<file path="src/scrc_pkg.sv">
// constants for the clock ratio configuration block
`default_nettype none
package scrc_pkg;
   localparam int unsigned ADDR_W      = 5;
   localparam int unsigned RCW_W       = 10;
   localparam int unsigned NUM_UNITS   = 4;
   localparam int unsigned SYNC_STAGES = 3;
   // byte offsets, one aligned word each
   localparam logic [4:0] OFF_RCW      = 5'h00;
   localparam logic [4:0] OFF_CLK_CTRL = 5'h04;
   localparam logic [4:0] OFF_LB_RATIO = 5'h08;
   localparam logic [4:0] OFF_BUS_FREQ = 5'h0C;
   localparam logic [4:0] OFF_CORE_FRQ = 5'h10;
   // reset config word fields
   localparam int unsigned SYS_MULT_LSB   = 0;
   localparam int unsigned CORE_RATIO_LSB = 4;
   localparam int unsigned LB_MODE_BIT    = 8;
   localparam int unsigned DDR_MODE_BIT   = 9;
   localparam logic [RCW_W-1:0] RCW_RESET = 10'h000;
   // system clock control fields: two bits per unit at 2*i, pci enable above
   localparam int unsigned PCI_BIT      = 8;
   localparam logic [8:0]  CLK_CTRL_RESET = 9'h155;
   localparam int unsigned LB_DIV_LSB     = 0;
   localparam logic [1:0]  LB_RATIO_RESET = 2'h0;
   // unit clock modes
   localparam logic [1:0] UM_OFF  = 2'h0;
   localparam logic [1:0] UM_BUS  = 2'h1;
   localparam logic [1:0] UM_DIV2 = 2'h2;
   localparam logic [1:0] UM_DIV3 = 2'h3;
   // local bus divider codes, 2'h3 behaves as /8
   localparam logic [1:0] LBD_2 = 2'h0;
   localparam logic [1:0] LBD_4 = 2'h1;
   localparam logic [1:0] LBD_8 = 2'h2;
   // system pll multiplier range
   localparam logic [3:0] SYS_MULT_MIN = 4'h2;
   localparam logic [3:0] SYS_MULT_MAX = 4'h6;
   // core pll codes 0..4 give twice the factor 2..6
   localparam logic [2:0] CORE_CODE_MAX = 3'h4;
   localparam logic [2:0] CORE_HALF_OFS = 3'h2;
   localparam logic [1:0] STRAP_SETTLE  = 2'h3;
endpackage
`default_nettype wire

</file>
<file path="src/scrc_clock_ratio.sv">
// clock ratio configuration: straps, control registers, ratio decode, unit enables
//
// Summary of operation
// - core factor 1,1.5,2,2.5,3 from core field
// - bus clock is reference times 2..6
// - multiplier codes 0,1 reserved; 2,3 mean x2,x3
// - unit clocks off, bus, /2, /3; pci off/bus
// - local bus clock is lbc /2, /4, /8
// - lbc clock is 1x or 2x bus
// - ddr clock mode one doubles ddr clock
// - memory data rate twice memory clock
`default_nettype none
module scrc_clock_ratio #(
   parameter int unsigned REF_KHZ = 32'h0000_8235
) (
   input  wire  logic                          mclk_i,
   input  wire  logic                          resetn_i,
   input  wire  logic [scrc_pkg::ADDR_W-1:0]   avs_address_i,
   input  wire  logic                          avs_read_i,
   input  wire  logic                          avs_write_i,
   input  wire  logic [31:0]                   avs_writedata_i,
   input  wire  logic [3:0]                    avs_byteenable_i,
   output logic [31:0]                         avs_readdata_o,
   output logic                                avs_waitrequest_o,
   input  wire  logic [scrc_pkg::RCW_W-1:0]    rcw_strap_i,
   output logic                                rcw_valid_o,
   output logic [3:0]                          system_pll_mult_o,
   output logic [2:0]                          core_pll_half_o,
   output logic                                config_reserved_o,
   output logic [31:0]                         bus_freq_khz_o,
   output logic [31:0]                         core_freq_khz_o,
   output logic [1:0]                          lbc_mult_o,
   output logic [1:0]                          ddr_mult_o,
   output logic [2:0]                          mem_data_rate_mult_o,
   output logic [scrc_pkg::NUM_UNITS:0]        unit_clk_en_o,
   output logic                                local_bus_out_clock_o
);
   logic [1:0]                     rst_sync;
   logic                           rst_n;
   logic [scrc_pkg::RCW_W-1:0]     strap_s1, strap_s2, strap_s3;
   logic [1:0]                     settle;
   logic [scrc_pkg::RCW_W-1:0]     rcw;
   logic [8:0]                     clk_ctrl;
   logic [1:0]                     lb_ratio;
   logic                           ack;
   logic [3:0]                     sys_code;
   logic [2:0]                     core_code;
   logic                           sys_ok, core_ok;
   logic                           pci_en;
   wire  logic [scrc_pkg::NUM_UNITS-1:0] unit_pulse;
   logic [3:0]                     next_sys_mult;
   logic [2:0]                     next_core_half;
   logic [2:0]                     lb_period;
   logic [2:0]                     lb_cnt;
   logic                           wr_go;

   function automatic logic [1:0] unit_period(input logic [1:0] mode);
      case (mode)
         scrc_pkg::UM_DIV2: unit_period = 2'h2;
         scrc_pkg::UM_DIV3: unit_period = 2'h3;
         default:           unit_period = 2'h1;
      endcase
   endfunction

   function automatic logic [31:0] be_merge(input logic [31:0] old_v,
                                            input logic [31:0] new_v,
                                            input logic [3:0]  be);
      logic [31:0] r;
      r = old_v;
      for (int b = 0; b < 4; b++) begin
         if (be[b]) begin
            r[8*b +: 8] = new_v[8*b +: 8];
         end
      end
      be_merge = r;
   endfunction

   // reset release through two flops
   always_ff @(posedge mclk_i or negedge resetn_i) begin
      if (!resetn_i) begin
         rst_sync <= 2'h0;
      end else begin
         rst_sync <= {rst_sync[0], 1'b1};
      end
   end
   assign rst_n = rst_sync[1];

   // strap pins cross in; word taken once two late stages agree after settling
   always_ff @(posedge mclk_i or negedge rst_n) begin
      if (!rst_n) begin
         strap_s1 <= scrc_pkg::RCW_RESET;
         strap_s2 <= scrc_pkg::RCW_RESET;
         strap_s3 <= scrc_pkg::RCW_RESET;
      end else begin
         strap_s1 <= rcw_strap_i;
         strap_s2 <= strap_s1;
         strap_s3 <= strap_s2;
      end
   end

   always_ff @(posedge mclk_i or negedge rst_n) begin
      if (!rst_n) begin
         settle      <= 2'h0;
         rcw         <= scrc_pkg::RCW_RESET;
         rcw_valid_o <= 1'b0;
      end else if (!rcw_valid_o) begin
         if (settle != scrc_pkg::STRAP_SETTLE) begin
            settle <= settle + 2'h1;
         end else if (strap_s2 == strap_s3) begin
            rcw         <= strap_s3;
            rcw_valid_o <= 1'b1;
         end
      end
   end

   // avalon slave: one wait cycle, data and write take effect at waitrequest low
   assign avs_waitrequest_o = (avs_read_i | avs_write_i) & ~ack;
   assign wr_go             = avs_write_i & ack;

   always_ff @(posedge mclk_i or negedge rst_n) begin
      if (!rst_n) begin
         ack            <= 1'b0;
         avs_readdata_o <= 32'h0000_0000;
      end else begin
         ack <= (avs_read_i | avs_write_i) & ~ack;
         if (avs_read_i && !ack) begin
            case (avs_address_i)
               scrc_pkg::OFF_RCW:      avs_readdata_o <= {rcw_valid_o, 21'h0, rcw};
               scrc_pkg::OFF_CLK_CTRL: avs_readdata_o <= {23'h0, clk_ctrl};
               scrc_pkg::OFF_LB_RATIO: avs_readdata_o <= {30'h0, lb_ratio};
               scrc_pkg::OFF_BUS_FREQ: avs_readdata_o <= bus_freq_khz_o;
               scrc_pkg::OFF_CORE_FRQ: avs_readdata_o <= core_freq_khz_o;
               default:                avs_readdata_o <= 32'h0000_0000;
            endcase
         end
      end
   end

   // the strap word is read-only; limits on the chosen modes are software's
   always_ff @(posedge mclk_i or negedge rst_n) begin
      if (!rst_n) begin
         clk_ctrl <= scrc_pkg::CLK_CTRL_RESET;
      end else if (wr_go && avs_address_i == scrc_pkg::OFF_CLK_CTRL) begin
         clk_ctrl <= 9'(be_merge({23'h0, clk_ctrl}, avs_writedata_i, avs_byteenable_i));
      end
   end

   always_ff @(posedge mclk_i or negedge rst_n) begin
      if (!rst_n) begin
         lb_ratio <= scrc_pkg::LB_RATIO_RESET;
      end else if (wr_go && avs_address_i == scrc_pkg::OFF_LB_RATIO) begin
         lb_ratio <= 2'(be_merge({30'h0, lb_ratio}, avs_writedata_i, avs_byteenable_i));
      end
   end

   // ratio decode
   assign sys_code  = rcw[scrc_pkg::SYS_MULT_LSB +: 4];
   assign core_code = rcw[scrc_pkg::CORE_RATIO_LSB +: 3];
   assign sys_ok    = (sys_code >= scrc_pkg::SYS_MULT_MIN) &&
                      (sys_code <= scrc_pkg::SYS_MULT_MAX);
   assign core_ok   = core_code <= scrc_pkg::CORE_CODE_MAX;
   assign next_sys_mult  = sys_ok ? sys_code : 4'h0;
   assign next_core_half = core_ok ? core_code + scrc_pkg::CORE_HALF_OFS : 3'h0;

   always_ff @(posedge mclk_i or negedge rst_n) begin
      if (!rst_n) begin
         system_pll_mult_o    <= 4'h0;
         core_pll_half_o      <= 3'h0;
         config_reserved_o    <= 1'b1;
         bus_freq_khz_o       <= 32'h0000_0000;
         core_freq_khz_o      <= 32'h0000_0000;
         lbc_mult_o           <= 2'h1;
         ddr_mult_o           <= 2'h1;
         mem_data_rate_mult_o <= 3'h2;
      end else begin
         system_pll_mult_o <= next_sys_mult;
         core_pll_half_o   <= next_core_half;
         config_reserved_o <= ~(sys_ok & core_ok);
         // frequencies assume the configurer respects the device limits
         bus_freq_khz_o    <= 32'(REF_KHZ * 32'(next_sys_mult));
         core_freq_khz_o   <= 32'((REF_KHZ * 32'(next_sys_mult) * 32'(next_core_half)) >> 1);
         lbc_mult_o        <= rcw[scrc_pkg::LB_MODE_BIT] ? 2'h2 : 2'h1;
         ddr_mult_o        <= rcw[scrc_pkg::DDR_MODE_BIT] ? 2'h2 : 2'h1;
         mem_data_rate_mult_o <= rcw[scrc_pkg::DDR_MODE_BIT] ? 3'h4 : 3'h2;
      end
   end

   // unit clock enables, one bus-clock pulse per unit period of 1, 2 or 3 bus clocks, none when off
   genvar gi;
   generate
      for (gi = 0; gi < scrc_pkg::NUM_UNITS; gi++) begin : g_unit
         logic [1:0] cnt;
         logic [1:0] mode;
         logic       en;
         assign mode = clk_ctrl[2*gi +: 2];
         always_ff @(posedge mclk_i or negedge rst_n) begin
            if (!rst_n) begin
               cnt <= 2'h0;
               en  <= 1'b0;
            end else begin
               cnt <= (cnt + 2'h1 >= unit_period(mode)) ? 2'h0 : cnt + 2'h1;
               en  <= (mode != scrc_pkg::UM_OFF) && (cnt == 2'h0);
            end
         end
         assign unit_pulse[gi] = en;
      end
   endgenerate

   always_ff @(posedge mclk_i or negedge rst_n) begin
      if (!rst_n) begin
         pci_en <= 1'b0;
      end else begin
         pci_en <= clk_ctrl[scrc_pkg::PCI_BIT];
      end
   end
   // one driver for the whole vector, every bit still straight from a flop
   assign unit_clk_en_o = {pci_en, unit_pulse};

   // local bus clock: lbc divide over the 2x lbc speed-up, in bus cycles
   always_comb begin
      case (lb_ratio)
         scrc_pkg::LBD_2: lb_period = rcw[scrc_pkg::LB_MODE_BIT] ? 3'h1 : 3'h2;
         scrc_pkg::LBD_4: lb_period = rcw[scrc_pkg::LB_MODE_BIT] ? 3'h2 : 3'h4;
         default:         lb_period = rcw[scrc_pkg::LB_MODE_BIT] ? 3'h4 : 3'h0; // wraps as 8
      endcase
   end

   always_ff @(posedge mclk_i or negedge rst_n) begin
      if (!rst_n) begin
         lb_cnt                <= 3'h0;
         local_bus_out_clock_o <= 1'b0;
      end else begin
         lb_cnt <= (lb_cnt + 3'h1 == lb_period) ? 3'h0 : lb_cnt + 3'h1;
         local_bus_out_clock_o <= (lb_cnt == 3'h0);
      end
   end
endmodule
`default_nettype wire

</file>
<file path="config.mk">
export PLATFORM = sky130hd
export DESIGN_NAME = scrc_clock_ratio
export DESIGN_NICKNAME = d
export VERILOG_FILES = /design/src/scrc_pkg.sv /design/src/scrc_clock_ratio.sv
export SDC_FILE = /design/constraint.sdc
export NUM_CORES = 1
export LEC_CHECK = 0
export ABC_CLOCK_PERIOD_IN_PS = 5100
export BUFFER_PORTS_ARGS = -buffer_cell sky130_fd_sc_hd__buf_2
export CAP_MARGIN = 20
export CELL_PAD_IN_SITES_DETAIL_PLACEMENT = 0
export CELL_PAD_IN_SITES_GLOBAL_PLACEMENT = 1
export CORE_MARGIN = 2
export CORE_UTILIZATION = 42
export DETAILED_ROUTE_END_ITERATION = 10
export GPL_ROUTABILITY_DRIVEN = 1
export PLACE_DENSITY = 0.77
export SYNTH_ARGS = -nofsm -noshare
export SYNTH_HDL_FRONTEND = slang
export SYNTH_SLANG_ARGS = --single-unit
</file>
<file path="constraint.sdc">
create_clock -name mclk_i -period 5.1 [get_ports mclk_i]
set_input_delay 1.02 -clock mclk_i [delete_from_list [all_inputs] [get_ports mclk_i]]
set_output_delay 1.02 -clock mclk_i [all_outputs]
set_load 0.005 [all_outputs]
</file>
==> results of run 1 <==
[power breakdown]
part | leakage (uW) | total (uW) | switching (uW) | internal (uW)
Combinational | 0.00261 | 486 | 263 | 223
Clock | 0.000289 | 1220 | 518 | 704
Sequential | 0.00177 | 1310 | 71.3 | 1240
Total | 0.00467 | 3010 | 853 | 2160
[layer usage]
metal	up-vias	GRT usage [%]
met5	-	0
met4	0	5.209
met3	19	3.729
met2	164	29.34
met1	2603	25.17
li1	2603	-
[state kept, by name (all words and copies together) (netlist names), 2 cells and up]
signal / cells
avs_readdata_o: 22
bus_freq_khz_o: 13
clk_ctrl: 9
core_freq_khz_o: 21
core_pll_half_o: 3
g_unit.cnt: 8
g_unit.en: 4
lb_cnt: 3
lb_ratio: 2
lbc_mult_o: 2
mem_data_rate_mult_o: 2
rcw: 10
rst_sync: 2
settle: 2
strap_s1: 10
strap_s2: 10
strap_s3: 10
system_pll_mult_o: 3
[cell usage after synthesis, drive strengths merged (4+ instances only)]
cell type,number,area [sq um]
dfrtp,133,3328
nand2,77,289.0
buf,64,474.2
ha,52,650.6
inv,49,183.9
o21ai,34,173.9
a21oi,33,168.9
nor2,27,101.4
xnor2,22,192.7
and2,18,112.6
a21o,17,127.6
nand2b,17,108.9
mux2,16,180.2
fa,15,300.3
xor2,12,105.1
clkbuf,11,42.54
nand3,11,55.05
nor3,11,70.07
a222oi,10,100.1
and3,9,61.31
a22oi,8,60.06
dfstp,8,210.2
a31oi,6,37.54
o211ai,6,45.04
nand4,5,31.28
a211oi,4,47.54
mux2i,4,40.04
nor2b,4,25.02
o21a,4,30.03
[worst min-delay path by stage]
stage / startpoint / endpoint / slack, ns / cells past startpoint
floorplan: rst_sync[0]$_DFF_PN0_ / rst_sync[1]$_DFF_PN0_ / 0.33 / 0
global placement: rst_sync[1]$_DFF_PN0_ / g_unit[2].cnt[1]$_DFF_PN0_ / 0.16 / 0
detailed placement: rst_sync[1]$_DFF_PN0_ / g_unit[2].cnt[1]$_DFF_PN0_ / 0.17 / 0
CTS: rst_sync[1]$_DFF_PN0_ / g_unit[2].cnt[1]$_DFF_PN0_ / 0.17 / 0
global route: rst_sync[1]$_DFF_PN0_ / g_unit[2].cnt[1]$_DFF_PN0_ / 0.18 / 0
finish: rst_sync[1]$_DFF_PN0_ / g_unit[2].cnt[1]$_DFF_PN0_ / 0.16 / 0
[cell families after synthesis]
| kind of cell | count (synthesis) | synth area share (%) |
|---|---|---|
| buffers and inverters | 124 | 9.209 |
| adder cells (fa/ha/maj) | 67 | 12.50 |
| AO/OA/AOI/OAI | 139 | 12.33 |
| AND/OR/NAND/NOR | 189 | 12.55 |
| other | 2 | 0.09870 |
| flip-flops | 141 | 46.51 |
| multiplexers | 20 | 2.894 |
| XOR/XNOR | 34 | 3.914 |
[final cells by class]
cell class,instances,share of cell area [%]
multi-input cells,494,40.12
flip-flops and latches,141,39.81
repair buffers,134,8.151
clock buffers,18,4.933
well taps,229,3.218
inverters,49,2.066
clock inverters,14,1.700
[repair_timing]
action	4_1_cts	5_1_grt
hold endpoints to repair	0	0
gates resized for setup	0	9
setup endpoints to repair	0	8
buffers inserted	0	1
[metrics by stage]
stage / power (uW) / hold WS, ns / setup TNS, ns
final: 3015 / 0.1636 / 0
after global routing: 3174 / 0.1763 / -0.001824
after CTS: 3047 / 0.1691 / 0
after detailed placement: 1809 / 0.1653 / 0
after global placement: 1797 / 0.1631 / 0
after floorplan: 1685 / 0.3312 / 0
[worst register-to-register path, stage by stage (launching register included)]
cell and delay [ns]:
dfrtp_2 0.42, nand2b_2 0.19, a21o_1 0.17, inv_1 0.11, ha_1 0.30, ha_1 0.30, ha_1 0.34, o21ai_0 0.12
nor2_1 0.09, o211a_1 0.27, a221o_2 0.45, nand2_1 0.11, fa_1 0.39, inv_1 0.07, ha_1 0.29, and4_1 0.24
and3_1 0.17, o211ai_1 0.18, nand2_1 0.18, buf_4 0.16, xor2_1 0.13
[cell usage in the layout (no fill, tap or decap), types with 8 or more instances in the layout]
cell type | Yosys | routed
xnor2_1 | 22 | 21
o21ai_0 | 31 | 30
a21oi_1 | 32 | 30
fa_1 | 15 | 15
nor2_1 | 27 | 27
conb_1 | 2 | 45
mux2_2 | 16 | 16
buf_2 | 7 | 112
buf_4 | 54 | 22
dfrtp_1 | 133 | 130
nor3_1 | 8 | 8
a21o_1 | 17 | 17
and2_1 | 17 | 17
dfstp_2 | 8 | 8
nand2_1 | 77 | 77
a222oi_1 | 10 | 10
clkbuf_16 | 0 | 17
ha_1 | 52 | 52
and3_1 | 8 | 8
xor2_1 | 12 | 12
a22oi_1 | 8 | 8
inv_1 | 49 | 49
nand3_1 | 11 | 11
nand2b_1 | 16 | 16
==> summary.txt, run 1 <==
Flow run
  – Max-Cap Viols: 0

Critical path
  – Slowest cell delay on critical path: 0.45 ns
  – Critical Path Most Common Cell: ha_1
  – Reg2Reg Capture Point: core_freq_khz_o[14]$_DFF_PN0_
  – Crit path required time: roughly 5.4 ns
  – Reg2reg start: rcw[3]$_DFFE_PN0P_
  – Worst Reg2Reg Path Length in Cells: 20
  – CP Depth: 20
  – CP Launch Point: rcw[3]$_DFFE_PN0P_
  – R2R Setup Slk: about 0.29 ns
  – Startpoint types: register
  – Kind of critical path: reg -> reg
  – Crit. End Element: register
  – Largest delay share family, worst path: adder cells
  – Critical Path End: core_freq_khz_o[14]$_DFF_PN0_
  – CP arrival: 5.10 ns
  – Sequence of cells on the critical path: nand2b_2 > a21o_1 > inv_1 > ha_1 > ha_1 > ha_1 > o21ai_0 > nor2_1 > o211a_1 > a221o_2 > nand2_1 > fa_1 > inv_1 > ha_1 > and4_1 > and3_1 > o211ai_1 > nand2_1 > buf_4 > xor2_1
  – Slowest library cell on the worst path: a221o_2
  – Number of buffers and inverters on the critical path: 3
  – CP max FO: 5

Global routing
  – Initial antenna violation count: 0
  – All-Layer GR Usage: a little under a fifth
  – First-pass GRT wire length: around 28 mm
  – Vias in the first global route: between 5000 and 6000
  – Largest net degree at the start of global routing: 73
  – Grt ovf: 0

Hold path
  – Worst Hold Class: reg -> async

Synth
  – Dominant synthesized flop cell: dfrtp_1
  – FF+latch count, synth: 141
  – Register area share after synthesis: 46.51%
  – Ys Warns: 0
  – Post-synthesis cell count: 716
  – Syn_area_per_cell: between 10 and 15 sq um
  – Cell Area, Synth: approximately 7600 sq um
  – Number of flops mapped to enable cells by yosys: 0
  – Post-synth ARST share: 100.0%
  – Library cells used by synthesis: 64

Drt
  – Wire length on met1: around 7.8 mm
  – ANT nets after route: 0
  – Drt wl/cell: 15.73 um
  – Top Metal Used: met4
  – Total routed wirelength: roughly 17 mm
  – Starting DRT DRC Count: 360
  – Metal2 WL: around 8 mm
  – Met3 WL: approximately 940 um
  – Vias/cell: roughly 5.0
  – Vias: ~5400
  – Pre-antenna DRT Iters: 8
  – DRC Markers: 0

Cells and area
  – N_diodes: 0
  – P&R area growth vs syn: 17.02%
  – Multi-input logic area: 3572 sq um
  – Layout cells sized above 1: around a quarter
  – Reg area: between 3000 and 4000 sq um
  – Post-route insts no fill: around 1100
  – Final layout net count: ~960
  – Fillers: around 1600
  – Post-route cell area: around 9000 sq um
  – Utilization after layout: between 40% and 50%

Timing
  – Max Transition Viols Final: 0
  – Worst Tran Pin Value: a little over 0.9 ns
  – Max_slew headroom: a little under two fifths
  – Skew final: about 0.0095 ns
  – Final worst slack: a little under 0.3 ns
  – Final period utilization: about 94%
  – Max Freq: 207.9 MHz
  – Min Tclk post-route: about 4.8 ns
  – Final setup vio count: 0
  – Final Hold Fails: 0

Floorplanning
  – # rows: between 40 and 50
  – Starting density of the core: approximately 43%
  – Die ar.: roughly 19000 sq um
  – Die X: between 100 and 150 um
  – Io pins: ~170
  – Die Span Y: approximately 140 um
  – Core box area: roughly 18000 sq um

Placed design
  – Port buffer count: around 110
  – Gpl congestion: 0.8482
  – Cell Count Post-Placement: between 1000 and 1500
  – Pre-CTS setup slack: about 0.27 ns
  – DP HPWL: approximately 13 mm
  – DP Area: around 8300 sq um

CTS
  – Worst-path clk slew: 0.07 ns
  – TritonCTS clock tree: built
  – Worst-Skew Late Latency: between 0.4 and 0.5 ns
  – Clock root buffer master: clkbuf_16
  – Clk sinks: around 140
  – Clock H-tree levels: 4
  – Cts bufs inserted: 17
  – CTS Hold Bufs: 0
  – Clk buf depth: 2

Power and ir drop
  – Leak: between 0.004 and 0.005 uW
  – Worst vdd ir: around 0.23 mV
  – PwrDens: between 300 and 400 nW/um^2

Run status
  – Outcome: complete, no violations
No activity file was read; power rests on OpenSTA's default activity.
==> run 2: changes to the inputs <==
--- a/config.mk
+++ b/config.mk
@@ -12,9 +12,11 @@
 export CELL_PAD_IN_SITES_GLOBAL_PLACEMENT = 1
 export CORE_MARGIN = 2
 export CORE_UTILIZATION = 42
+export CTS_CLUSTER_DIAMETER = 80
 export DETAILED_ROUTE_END_ITERATION = 10
 export GPL_ROUTABILITY_DRIVEN = 1
 export PLACE_DENSITY = 0.77
+export RECOVER_POWER = 25
 export SYNTH_ARGS = -nofsm -noshare
 export SYNTH_HDL_FRONTEND = slang
 export SYNTH_SLANG_ARGS = --single-unit
==> run 2 against run 1 <==
  * The flow now finishes with violations (capacitance limit, slew limit)
  * Routed wire length is 0.31% higher
  * Core utilization is 0.070 points lower
  * Sequential power hardly changed
  * Critical endpoint unchanged
==> summary.txt, run 2 (synthesis gave the netlist of run 1 again) <==
Global routing
  – All-Layer GR Usage: 18.21% (unchanged)
  – Vias in the first global route: 5251 (unchanged)
  – Initial antenna violation count: 0 (unchanged)
  – Grt ovf: 0 (unchanged)
  – First-pass GRT wire length: 27.63 mm (unchanged)
  – Largest net degree at the start of global routing: 73 (unchanged)

Floorplanning
  – Die X: 138.6 um (unchanged)
  – Die Span Y: 138.6 um (unchanged)
  – Die ar.: 19210 sq um (unchanged)
  – Core box area: 17840 sq um (unchanged)
  – Io pins: 174 (unchanged)
  – Starting density of the core: 42.65% (unchanged)
  – # rows: 49 (unchanged)

Power and ir drop
  – Clock Power Share: 40.6% (about the same)
  – Power Internal: 2161 uW (about the same)
  – Leak: 0.004658 uW (-0.21%)
  – Sequential share of power: 43.3% (about the same)
  – Power Total: 3015 uW (about the same)
  – Logic pwr share: 16.1% (about the same)
  – Worst vdd ir: 0.2294 mV (+0.15%)
  – Switching Share: 28.33% (+0.044 points)
  – PwrDens: 339.1 nW/um^2 (+0.14%)
  – Sw Pwr: 854.2 uW (+0.15%)

Cells and area
  – Layout cells sized above 1: 24.24% (-0.59 points)
  – N_diodes: 0 (unchanged)
  – Multi-input logic area: 3572 sq um (unchanged)
  – P&R area growth vs syn: 16.86%
  – Fillers: 1642 (+0.18%)
  – Biggest regs: avs_readdata_o (22), core_freq_khz_o (21), bus_freq_khz_o (13)
  – Max reg flops: 22 (unchanged)
  – Commonest non-fill, non-tap cell in the layout: dfrtp_1
  – Post-route cell area: 8891 sq um (-0.14%)
  – Most frequent cells in the layout: dfrtp_1 (131), buf_2 (111), nand2_1 (77)
  – Final layout net count: 959 (unchanged)
  – Reg area: 3541 sq um (-0.11%)
  – Most flops, register: avs_readdata_o
  – Utilization after layout: 49.84% (-0.070 points)

Timing
  – Final setup vio count: 0 (unchanged)
  – Max_slew headroom: -90.55% (-130 points)
  – Final period utilization: 94.38% (about the same)
  – Final hold slack: 0.2171 ns (+0.05356 ns)
  – Final TNS setup: 0 ns (unchanged)
  – Min Tclk post-route: 4.813 ns (+0.002887 ns)
  – Skew final: 0.009487 ns (-0.00005742 ns)
  – Max Freq: 207.8 MHz (about the same)
  – Worst Tran Pin Value: 2.858 ns (+1.928 ns)
  – Max Transition Viols Final: 57 (+57)
  – Final Hold Fails: 0 (unchanged)

Drt
  – ANT nets after route: 0 (unchanged)
  – Pre-antenna DRT Iters: 5 (-3)
  – Vias/cell: 4.997 (about the same)
  – Vias: 5392 (+0.056%)
  – Drt wl/cell: 15.78 um (+0.31%)
  – Starting DRT DRC Count: 405 (+13%)
  – Total routed wirelength: 17.03 mm (+0.31%)
  – DRC Markers: 0 (unchanged)

Placed design
  – Gpl congestion: 0.8482 (unchanged)
  – Port buffer count: 112 (unchanged)
  – DP HPWL: 12.69 mm (unchanged)
  – DP Area: 8265 sq um (unchanged)

Run status
  – Outcome: complete, but fails checks
  – Failing checks: capacitance limit, slew limit

Critical path
  – Crit. End Element: register
  – Slowest library cell on the worst path: a221o_2
  – CP Launch Point: rcw[3]$_DFFE_PN0P_
  – CP max FO: 5 (unchanged)
  – Reg2reg start: rcw[3]$_DFFE_PN0P_
  – Kind of critical path: reg -> reg
  – CP arrival: 5.11 ns (about the same)
  – Sequence of cells on the critical path: nand2b_2 > a21o_1 > inv_1 > ha_1 > ha_1 > ha_1 > o21ai_0 > nor2_1 > o211a_1 > a221o_2 > nand2_1 > fa_1 > inv_1 > ha_1 > and4_1 > and3_1 > o211ai_1 > nand2_1 > buf_4 > xor2_1
  – Number of buffers and inverters on the critical path: 3 (unchanged)
  – Startpoint types: register
  – Slowest cell delay on critical path: 0.45 ns (about the same)
  – Largest delay share family, worst path: adder cells
  – Crit path required time: 5.39 ns (about the same)
  – Critical Path Most Common Cell: ha_1

CTS
  – Clk sinks: 141 (unchanged)
  – Cts bufs inserted: 17 (unchanged)
  – Clk buf depth: 2 (unchanged)
  – Clock root buffer master: clkbuf_16
  – CTS Hold Bufs: 0 (unchanged)
  – Worst-path clk slew: 0.07 ns (about the same)
  – TritonCTS clock tree: built
  – Clock H-tree levels: 4 (unchanged)
  – Worst-Skew Late Latency: 0.42 ns (about the same)

Hold path
  – Worst Hold Class: reg -> async

Flow run
  – Max-Cap Viols: 1 (+1)
==> run 2: changes by cell type in the layout (fill, tap and decap cells not counted) <==
cell      delta
dfstp_1      +1
buf_4        -2
dfstp_2      -1
clkbuf_1     +3
buf_2        -1
dfrtp_4      -1
dfrtp_1      +1
==> run 2: power by group through the flow <==
stage	combinational [uW]	clock, uW	sequential [uW]
3_5_place_dp	482	0	1330
6_report	485	1220	1310
5_1_grt	558	1300	1320
2_1_floorplan	364	0	1320
4_1_cts	492	1250	1310
3_3_place_gp	472	0	1330
==> run 2: through the flow <==
stage | setup WS (ns) | std cells
2_1_floorplan | 0.6032 | 759
3_3_place_gp | 0.3229 | 1046
3_5_place_dp | 0.2737 | 1046
4_1_cts | 0.2487 | 1078
5_1_grt | -0.001824 | 1079
6_report | 0.2866 | 1079
==> run 2: repair_timing <==
item                                    CTS  global route
buffers inserted                          0             1
resized for setup                         0             9
endpoints found under the setup margin    0             8
==> run 2: worst register-to-register path: stages (launching register included) <==
cell	delay, ns
dfrtp_2	0.42
nand2b_2	0.19
a21o_1	0.17
inv_1	0.11
ha_1	0.29
ha_1	0.30
ha_1	0.35
o21ai_0	0.12
nor2_1	0.10
o211a_1	0.27
a221o_2	0.45
nand2_1	0.11
fa_1	0.40
inv_1	0.07
ha_1	0.29
and4_1	0.24
and3_1	0.17
o211ai_1	0.19
nand2_1	0.18
buf_4	0.16
xor2_1	0.13
==> run 2: cell type report <==
type / count / share of cell area (%)
timing repair buffer: 134 / 8.064
sequential: 141 / 39.83
inverter: 49 / 2.069
clock inverter: 14 / 1.703
multi-input combinational: 494 / 40.18
clock buffer: 18 / 4.939
tap: 229 / 3.223
==> run 2: path summary, 6_finish.rpt <==
check	endpoint	slack (ns)	depth (start not counted)
min in group mclk_i	strap_s2[9]$_DFF_PN0_	0.35	0
setup / recovery	core_freq_khz_o[14]$_DFF_PN0_	0.29	20
setup reg to reg	core_freq_khz_o[14]$_DFF_PN0_	0.29	20
hold / removal	g_unit[2].cnt[1]$_DFF_PN0_	0.22	0
hold reg to reg	g_unit[2].cnt[1]$_DFF_PN0_	0.22	0
max in group asynchronous	rcw[2]$_DFFE_PN0P_	1.59	1
==> run 2: layer usage <==
| metal | up-vias | track usage [%] | share of wire [%] |
|---|---|---|---|
| met5 | - | 0 | 0 |
| met4 | 0 | 5.209 | 1.3 |
| met3 | 19 | 3.729 | 5.4 |
| met2 | 163 | 29.34 | 47 |
| met1 | 2604 | 25.17 | 46 |
| li1 | 2606 | - | - |
